$ cat config.mk
export PLATFORM = sky130hd
export DESIGN_NAME = aprl_restore_link
export DESIGN_NICKNAME = d
export VERILOG_FILES = /design/src/aprl_restore_link.v
export VERILOG_INCLUDE_DIRS = /design/src /design/src/src
export SDC_FILE = /design/constraint.sdc
export NUM_CORES = 1
export LEC_CHECK = 0
export BUFFER_PORTS_ARGS = -buffer_cell sky130_fd_sc_hd__buf_2
export CORE_ASPECT_RATIO = 1.4
export CORE_MARGIN = 1.5
export CORE_UTILIZATION = 54
export DETAILED_ROUTE_END_ITERATION = 12
export PLACE_DENSITY_LB_ADDON = 0.3
export SLEW_MARGIN = 20
export SYNTH_ARGS = -nofsm -noshare
export SYNTH_HDL_FRONTEND = slang
export SYNTH_SLANG_ARGS = --single-unit
$ cat constraint.sdc
create_clock -name I_CORE_CLK -period 5.05 [get_ports I_CORE_CLK]
set_clock_uncertainty 0.1 [all_clocks]
set_input_delay 0.2525 -clock I_CORE_CLK [delete_from_list [all_inputs] [get_ports I_CORE_CLK]]
set_output_delay 0.2525 -clock I_CORE_CLK [all_outputs]
set_load 0.01 [all_outputs]
$ cat src/aprl_regs.vh
// constants for the absolute position restore link
// Notes on behaviour
// - three inputs, three outputs, dedicated, fixed order
// - pulses within plus/minus 32768 revolutions window
// - positioning address within signed 32 bits; checked against the same 32768-revolution window as the pulses
// - servo enable drops about 20 ms
// - no endless one-direction feed when absolute
`ifndef APRL_REGS_VH
`define APRL_REGS_VH
`define APRL_WORD_W      32
`define APRL_STEPS       6'h10
`define APRL_STEP_W      6
`define APRL_SERVO_DROP_MS 20
`define APRL_CLK_KHZ     10000
`define APRL_DROP_CYC    (`APRL_SERVO_DROP_MS * `APRL_CLK_KHZ)
`define APRL_REV_MULT    32768
`define APRL_TMO_W       24
`endif

$ cat src/aprl_restore_link.v
// absolute position restore link: handshake, assembly, range checks
`timescale 1ns/1ps
`include "aprl_regs.vh"
module aprl_restore_link #(
	parameter DROP_CYC = `APRL_DROP_CYC      // servo-off window in cycles
) (
	input  wire        I_CORE_CLK,          // core clock 10 MHz
	input  wire        I_NRST,              // sync reset, active low
	input  wire        I_START,             // pulse: begin restoration
	input  wire [31:0] I_FB_PULSES,         // feedback pulses per revolution
	input  wire [31:0] I_TARGET_ADDR,       // signed positioning address to check
	input  wire [31:0] I_OUT_PULSES,        // signed pulses output from origin
	input  wire        I_CONT_FEED,         // request for endless one-way feed
	input  wire        I_ABS_DATA_LOW_BIT,  // servo data line bit 0 (pin)
	input  wire        I_ABS_DATA_HIGH_BIT, // servo data line bit 1 (pin)
	input  wire        I_ABS_DATA_READY_LINE, // servo data ready (pin)
	input  wire        I_RD_READY,          // consumer ready for position word
	output reg         O_SERVO_ENABLE_LINE, // servo on output
	output reg         O_ABS_TRANSFER_MODE_LINE, // transfer mode output
	output reg         O_ABS_REQUEST_LINE,  // request output
	output reg         O_BUSY,              // restoration in progress
	output reg         O_RESTORED,          // restored since reset
	output reg         O_RANGE_ERR,         // pulses or address out of range
	output reg         O_FEED_REJECT,       // endless feed refused
	output reg         O_RD_VALID,          // position word valid
	output reg  [31:0] O_RD_DATA            // assembled position word
);
	// ----------------------------------------------------------------
	// input synchronisers, three stages, change when stage 2 and 3 agree
	// ----------------------------------------------------------------
	reg [2:0] s_lo;
	reg [2:0] s_hi;
	reg [2:0] s_rdy;
	reg       f_lo;
	reg       f_hi;
	reg       f_rdy;
	always @(posedge I_CORE_CLK) begin
		if (!I_NRST) begin
			s_lo  <= 3'h0;
			s_hi  <= 3'h0;
			s_rdy <= 3'h0;
			f_lo  <= 1'b0;
			f_hi  <= 1'b0;
			f_rdy <= 1'b0;
		end else begin
			s_lo  <= {s_lo[1:0], I_ABS_DATA_LOW_BIT};
			s_hi  <= {s_hi[1:0], I_ABS_DATA_HIGH_BIT};
			s_rdy <= {s_rdy[1:0], I_ABS_DATA_READY_LINE};
			if (s_lo[1] == s_lo[2])
				f_lo <= s_lo[2];
			if (s_hi[1] == s_hi[2])
				f_hi <= s_hi[2];
			if (s_rdy[1] == s_rdy[2])
				f_rdy <= s_rdy[2];
		end
	end

	// ----------------------------------------------------------------
	// range checks
	// ----------------------------------------------------------------
	// one window test shared by the pulse count and the address
	function out_of_window;
		input signed [63:0] val;
		input signed [63:0] lo;
		input signed [63:0] hi;
		begin
			out_of_window = (val > hi) || (val < lo);
		end
	endfunction

	// address and pulses both sign-extended to 64 bits and checked against the same window
	wire signed [63:0] lim_hi = $signed({32'h0, I_FB_PULSES}) * `APRL_REV_MULT - 64'sh1;
	wire signed [63:0] lim_lo = -($signed({32'h0, I_FB_PULSES}) * `APRL_REV_MULT);
	wire signed [63:0] pulses = {{32{I_OUT_PULSES[31]}}, I_OUT_PULSES};
	wire signed [63:0] addr   = {{32{I_TARGET_ADDR[31]}}, I_TARGET_ADDR};
	wire               bad    = out_of_window(pulses, lim_lo, lim_hi) || out_of_window(addr, lim_lo, lim_hi);

	// ----------------------------------------------------------------
	// two-entry output buffer
	// ----------------------------------------------------------------
	reg  [31:0] buf0;
	reg  [31:0] buf1;
	reg  [1:0]  cnt;
	wire        buf_ready = (cnt != 2'h2);
	reg         push;
	reg  [31:0] push_data;
	wire        pop = O_RD_VALID && I_RD_READY;
	reg  [31:0] next_buf0;
	reg  [31:0] next_buf1;
	reg  [1:0]  next_cnt;

	// ----------------------------------------------------------------
	// handshake state machine
	// ----------------------------------------------------------------
	localparam ST_IDLE = 5'h01;
	localparam ST_DROP = 5'h02;
	localparam ST_REQ  = 5'h04;
	localparam ST_REL  = 5'h08;
	localparam ST_PUSH = 5'h10;
	reg [4:0]               state;
	reg [`APRL_STEP_W-1:0]  step;
	reg [31:0]              acc;
	reg [`APRL_TMO_W-1:0]   tmr;

	always @(posedge I_CORE_CLK) begin
		if (!I_NRST) begin
			state                    <= ST_IDLE;
			step                     <= 6'h00;
			acc                      <= 32'h0;
			tmr                      <= 24'h0;
			push                     <= 1'b0;
			push_data                <= 32'h0;
			O_SERVO_ENABLE_LINE      <= 1'b0;
			O_ABS_TRANSFER_MODE_LINE <= 1'b0;
			O_ABS_REQUEST_LINE       <= 1'b0;
			O_BUSY                   <= 1'b0;
			O_RESTORED               <= 1'b0;
			O_RANGE_ERR              <= 1'b0;
			O_FEED_REJECT            <= 1'b0;
		end else begin
			push          <= 1'b0;
			O_RANGE_ERR   <= bad;
			O_FEED_REJECT <= I_CONT_FEED;
			case (state)
			ST_IDLE: begin
				O_SERVO_ENABLE_LINE <= 1'b1;
				if (I_START && !bad) begin
					O_SERVO_ENABLE_LINE <= 1'b0;
					O_BUSY              <= 1'b1;
					tmr                 <= DROP_CYC[`APRL_TMO_W-1:0];
					state               <= ST_DROP;
				end
			end
			ST_DROP: begin
				// servo off window; brake recommended externally
				if (tmr == 24'h0) begin
					O_SERVO_ENABLE_LINE      <= 1'b1;
					O_ABS_TRANSFER_MODE_LINE <= 1'b1;
					O_ABS_REQUEST_LINE       <= 1'b1;
					step                     <= 6'h00;
					acc                      <= 32'h0;
					state                    <= ST_REQ;
				end else
					tmr <= tmr - 24'h1;
			end
			ST_REQ: begin
				if (f_rdy) begin
					acc                <= {f_hi, f_lo, acc[31:2]};
					O_ABS_REQUEST_LINE <= 1'b0;
					step               <= step + 6'h01;
					state              <= ST_REL;
				end
			end
			ST_REL: begin
				// wait for ready to fall before the next step
				if (!f_rdy) begin
					if (step == `APRL_STEPS)
						state <= ST_PUSH;
					else begin
						O_ABS_REQUEST_LINE <= 1'b1;
						state              <= ST_REQ;
					end
				end
			end
			ST_PUSH: begin
				if (buf_ready) begin
					push                     <= 1'b1;
					push_data                <= acc;
					O_ABS_TRANSFER_MODE_LINE <= 1'b0;
					O_BUSY                   <= 1'b0;
					O_RESTORED               <= 1'b1;
					state                    <= ST_IDLE;
				end
			end
			default: state <= ST_IDLE;
			endcase
		end
	end

	// ----------------------------------------------------------------
	// buffer next state; the head word always sits in buf0
	// ----------------------------------------------------------------
	always @* begin
		next_buf0 = buf0;
		next_buf1 = buf1;
		next_cnt  = cnt;
		case ({push, pop})
		2'b10: begin
			if (cnt == 2'h0)
				next_buf0 = push_data;
			else
				next_buf1 = push_data;
			next_cnt = cnt + 2'h1;
		end
		2'b01: begin
			next_buf0 = buf1;
			next_cnt  = cnt - 2'h1;
		end
		2'b11: begin
			// count stays; the pushed word takes the freed place
			if (cnt == 2'h1)
				next_buf0 = push_data;
			else begin
				next_buf0 = buf1;
				next_buf1 = push_data;
			end
		end
		default: next_cnt = cnt;
		endcase
	end

	// outputs copy the next head so valid and data always move together
	always @(posedge I_CORE_CLK) begin
		if (!I_NRST) begin
			buf0       <= 32'h0;
			buf1       <= 32'h0;
			cnt        <= 2'h0;
			O_RD_VALID <= 1'b0;
			O_RD_DATA  <= 32'h0;
		end else begin
			buf0       <= next_buf0;
			buf1       <= next_buf1;
			cnt        <= next_cnt;
			O_RD_VALID <= (next_cnt != 2'h0);
			O_RD_DATA  <= next_buf0;
		end
	end
endmodule

---- Word level (Yosys, flattened, before mapping) ----
Index checks and enable logic that the tools add are counted.
W data, S select, Z words.
word-level totals
  register bits after elaboration ......... 186
  bits of input ports ..................... 104
  output and inout bits ................... 40
  logic and storage cells ................. 119
cells by class
  $add $sub $neg .......................... 6
  $lt $le $gt $ge ......................... 4
  equality and inequality tests ........... 24
  multiplexer cells ....................... 35
  reductions and logical operators ........ 27
operators by type and width
  operator                 count
  $mux W32                 6
  $lt A32 B64 Y1           2
  $pmux W32 S2             2
  $gt A32 B48 Y1           2
  $pmux W32 S3             1
  $neg A47 Y64             1
  $mux W24                 2
  $pmux W24 S2             1
  $sub A47 B1 Y48 const B  1
  $mux W5                  6
  $pmux W5 S5              1
  $logic_not A24 Y1        1
  $sub A24 B1 Y24 const B  1
  $ne A2 B2 Y1 const B     11
  $reduce_and A3 Y1        5
  $mux W6                  2
  $pmux W6 S2              1
  $reduce_bool A2 Y1       6
  $reduce_and A5 Y1        2
  $mux W1                  8
  $reduce_and A2 Y1        4
  $add A6 B1 Y6 const B    1
  $eq A6 B5 Y1 const B     1
  $pmux W1 S2              3
  other kinds (17)         25

---- Depth between registers and ports, before layout ----
  word-level depth ........................ 8
  gate-level depth with buffers ........... 24
  mapped depth without buffers ............ 20

---- Least setup slack after synthesis ----
No wires, ideal clock.
  kind .................................... input to register
  start point ............................. in I_FB_PULSES[4]
  end point ............................... reg tmr[18]
  setup time .............................. 0.119 ns
  arrival time ............................ 5.149 ns
  path slack .............................. -0.318 ns
  stages on the path ...................... 24
  buffers on the path ..................... 4
  path through ............................ buf_4 nor4_4 nand4_2 or4_4 or3_1 or4_4 or2_1 buf_4 nor2_4 xor2_2 inv_2 ha_1 nand4_1 nor4_1 nand2_1 a311oi_1 o31ai_1 o211ai_1 mux2i_1 nor4_2 nand2b_1 buf_6 buf_12 nor2_4
on the way
  longest elaborated chain between the ends .. 8
  elaborated cells on any way between the ends .. 13
RTL lines
  item                                                     RTL line                                        RTL
  start: declaration                                       aprl_restore_link.v:10                          input wire [31:0] I_FB_PULSES,
  $neg A47 Y64 / $sub A47 B1 Y48 (equally long branches)   aprl_restore_link.v:73, aprl_restore_link.v:72
  $lt A32 B64 Y1 / $gt A32 B48 Y1 (equally long branches)  aprl_restore_link.v:67                          out_of_window = (val > hi) || (val < lo);
  $logic_or A1 B1 Y1                                       aprl_restore_link.v:67
  $logic_or A1 B1 Y1 *                                     aprl_restore_link.v:76                          wire bad = out_of_window(pulses, lim_lo, lim_hi) || out_of_window(addr, lim_lo, lim_hi);
  $logic_not A1 Y1 *                                       aprl_restore_link.v:127                         if (I_START && !bad) begin
  $logic_and A1 B1 Y1 *                                    aprl_restore_link.v:127
  $ne A2 B2 Y1 (no line) *                                 --
  $reduce_and A3 Y1 (no line) *                            --
  end signal: assignment                                   aprl_restore_link.v:130                         tmr <= DROP_CYC[`APRL_TMO_W-1:0];
  end signal: assignment                                   aprl_restore_link.v:144                         tmr <= tmr - 24'h1;
  end: declaration                                         aprl_restore_link.v:103                         reg [`APRL_TMO_W-1:0] tmr;
Every way passes the cells marked *; elsewhere a longest branch is shown, timed or not.
A chain may end at the register's enable or synchronous reset.

---- Worst setup path in the final report ----
  start point ............................. in I_FB_PULSES[14]
  end point ............................... reg tmr[21]
The elaborated chain is that of the path after synthesis.

==> key figures <==
Timing
  • Max Freq: 199 MHz
  • Slew HR: 33.0%
  • Slew Limit Fails: 0
  • Final period utilization: 99.7%
  • Final setup violation count: 0
  • Final min period: 5.04 ns
  • Hold Fails Final Rpt: 0
  • Least-Margin Pin Slew: around 1 ns
  • RSZ-0062 raised after global routing: true

Clocking
  • CTS root buffer: clkbuf_16
  • H-tree levels: 4
  • Worst-path clk slew: 0.07 ns
  • Max clock buf depth: 2
  • Sink Count: 186
  • CTS tree: done
  • TritonCTS Buffers: 17
  • Worst-Skew Late Latency: 0.44 ns

Layout
  • Area Growth Syn to Fin: 19.8%
  • Fillers: ~1900
  • Post-layout nets: 1940
  • Layout cells sized above 1: between 20 and 25%
  • Post-layout util: 66.0%
  • Fin area: about 0.015 sq mm
  • Non-Filler Instances: 1980

Logic synthesis
  • Predominant post-synthesis flop cell: dfxtp_1
  • Post-synthesis cell type count: 76
  • Yosys reg bits: 186
  • Post-Syn Area: 0.0124 sq mm
  • Mapped Cells: roughly 1500
  • EDFF count, synth: 0
  • Yosys warning count: 0
  • Cell taking the most area after synthesis: dfxtp_1
  • Top-area cell type share of the netlist area: 30.0%
  • Sequential cell area fraction in the yosys report: 30.0%
  • Synth area leaders: dfxtp_1 30%, ha_1 17%, nand2_1 8.2%
  • Synthesized area per cell: 8.39 sq um
  • Syn_nets: 1752
  • Share of synthesized registers carrying an async set or reset: 0%

Place
  • Count of input and output buffers: 143
  • Cells after DPL: 1938
  • Area post-placement: between 0.01 and 0.015 sq mm
  • Post-DP HPWL: approximately 23 mm
  • GP Congestion: 0.912

Route
  • Initial DRT Pass Iterations: 5
  • Vias per cell: 5.77
  • Starting DRC count in detailed routing: 484
  • WL per Instance: roughly 16 microns
  • Via count: 11400
  • Routed wire length: 31.4 mm
  • DRC violations left: 0
  • ANT nets after route: 0

Global route
  • GRT Util Overall: 26.4%
  • Largest net degree at the start of global routing: 95
  • Met3 Resource Use GR: 2.84%
  • Routing usage on met1: 28.4%
  • Vias in the first global route: between 10000 and 15000
  • First-pass GRT wire length: 51.0 mm
  • Initial antenna violation count: 1
  • Grt met2 use: 49.5%
  • GRT busiest layer: met2
  • GRT Residual Overflow: 0

Power
  • Power Total: 3270 uW
  • Worst VDD drop: 0.272 mV
  • PwrDens: 220 mW/mm^2
  • P_leak: roughly 0.0065 uW

Critical path
  • Startpoint Class: primary input
  • CP cell instances: buf_8 > nor4_4 > buf_4 > nand4_4 > or4_4 > or3_4 > or4_4 > or2_4 > nor2_4 > xor2_2 > buf_4 > ha_1 > and4_1 > and3_4 > nand4_1 > o21ai_2 > nor4_2 > mux2_4 > nand4_1 > nor4_4 > nand2b_4 > clkbuf_16 > nor2_4
  • Max FO, Critical Path: 6
  • Crit Path Category: in -> reg
  • Max incr delay on CP: 0.45 ns
  • Element type at the critical path end: flop
  • Req. time, crit path: approximately 5.3 ns
  • Slowest library cell on the worst path: or4_4
  • Crit path DAT: 5.27 ns

Job
  • Max-Cap Viols: 0

Run status
  • Status: completed

Floorplanning
  • Die height: 182 microns
  • Initial core utilization: 55.1%
  • FP Rows: 65
  • Core Area: approximately 0.023 sq mm
  • I/O pins: around 140
  • DIE WIDTH: around 130 microns
  • Full die area: 0.0239 sq mm

Hold path
  • Tightest Hold Check Type: in -> reg
==> synthesized netlist by cell type, types with 10 or more instances <==
library cell	count
inv_1	33
o211a_1	35
nand3_1	49
nor2_4	11
o21a_1	15
xnor2_1	31
nor4b_1	10
nor2_1	66
and2_1	17
a21oi_1	60
xor2_1	32
nor4_1	27
nor3_1	36
dfxtp_1	186
a21o_1	24
nand4_1	41
a21boi_0	102
a22oi_1	32
o21ai_0	33
clkbuf_1	58
ha_1	170
nand2_1	272
==> metal layers <==
metal	wire, microns	share of wire, %	vias up
li1	-	-	5716
met1	12500	40	5379
met2	16600	53	241
met3	1030	3.3	85
met4	1370	4.4	0
met5	0	0	-
==> what timing repair did <==
item	CTS	global route
setup buffers	3	2
gates resized for setup	14	34
cloned	0	1
pin swaps	5	14
hold buffers	4	0
endpoints found under the hold margin	4	0
endpoints found under the setup margin	28	29
==> sequential cells by signal, summed over array words and instances (netlist names), 2 cells and up <==
register   count
acc           32
s_lo           3
buf1          32
tmr           24
s_hi           3
step           6
cnt            2
push_data     32
s_rdy          3
state          5
buf0          32
==> path summary, 6_finish.rpt <==
check,start,end,slack (ns),cells past startpoint
worst max register to register,tmr[6],acc[15],1.21,9
worst min register to register,s_hi[0],s_hi[1],0.33,1
worst min-delay path,I_RD_READY,cnt[1],0.28,4
worst max-delay path,I_FB_PULSES[14],tmr[21],0.01,23
==> cells by family (layout without fill, tap and decap cells) <==
| group | Yosys count | in the layout | share of synthesized area (%) |
|---|---|---|---|
| fa+ha+maj | 170 | 170 | 17.1 |
| simple gates | 596 | 596 | 23.8 |
| xor+xnor | 64 | 64 | 4.58 |
| buf+inv | 104 | 304 | 3.53 |
| mux | 4 | 4 | 0.333 |
| other cells | 0 | 1 | 0 |
| flops | 186 | 186 | 30.0 |
| compound gates | 354 | 354 | 20.6 |
==> area by class of cell <==
cell class | instances | area, sq um | share of cell area, %
Timing Repair Buffer | 239 | 1530 | 10.3
Clock buffer | 21 | 480 | 3.23
Inverter | 34 | 128 | 0.859
Antenna cell | 1 | 2.50 | 0.0168
Sequential cell | 186 | 3720 | 25.1
Multi-Input combinational cell | 1188 | 8530 | 57.4
Tap cell | 301 | 377 | 2.53
Clock inverter | 10 | 93.8 | 0.631
==> cell usage in the layout, fill, tap and decap left out, drive strengths merged, types with 9 or more instances in the layout <==
cell      n
buf     234
and2     17
a21boi  103
dfxtp   186
inv      34
ha      170
xor2     33
nand2b    9
nor4b    10
clkbuf   22
o21ai    34
nand4    42
o211a    35
nor2     77
o21a     15
nand2   272
a21o     24
or3      10
a22oi    32
a21oi    61
nor4     30
nand3    49
nor3     37
a211oi    9
xnor2    31
==> power breakdown <==
part	switching [uW]	internal, uW	total, uW	leakage, uW
Combinational	277	225	502	0.00475
Clock	558	728	1290	0.000277
Sequential	4.82	1470	1480	0.00150
Total	839	2430	3270	0.00652
==> through the flow <==
step	setup slack (ns)	setup TNS, ns	hold slack (ns)
CTS	-0.0250	-0.0624	0.266
global placement	-0.617	-15.97	0.318
detailed placement	-0.741	-19.40	0.321
floorplan	-0.161	-1.83	0.280
finish	0.0129	0	0.285
global route	-0.176	-3.83	0.312
==> worst max-delay path: cells and delay by family <==
family | cells | cell delay [ns]
adder cells (fa/ha/maj) | 1 | 0.23
AND/OR/NAND/NOR | 15 | 3.69
XOR/XNOR | 1 | 0.18
AO/OA/AOI/OAI | 1 | 0.08
buffers and inverters | 4 | 0.60
multiplexers | 1 | 0.22
Power figures use the tool's default switching activity.
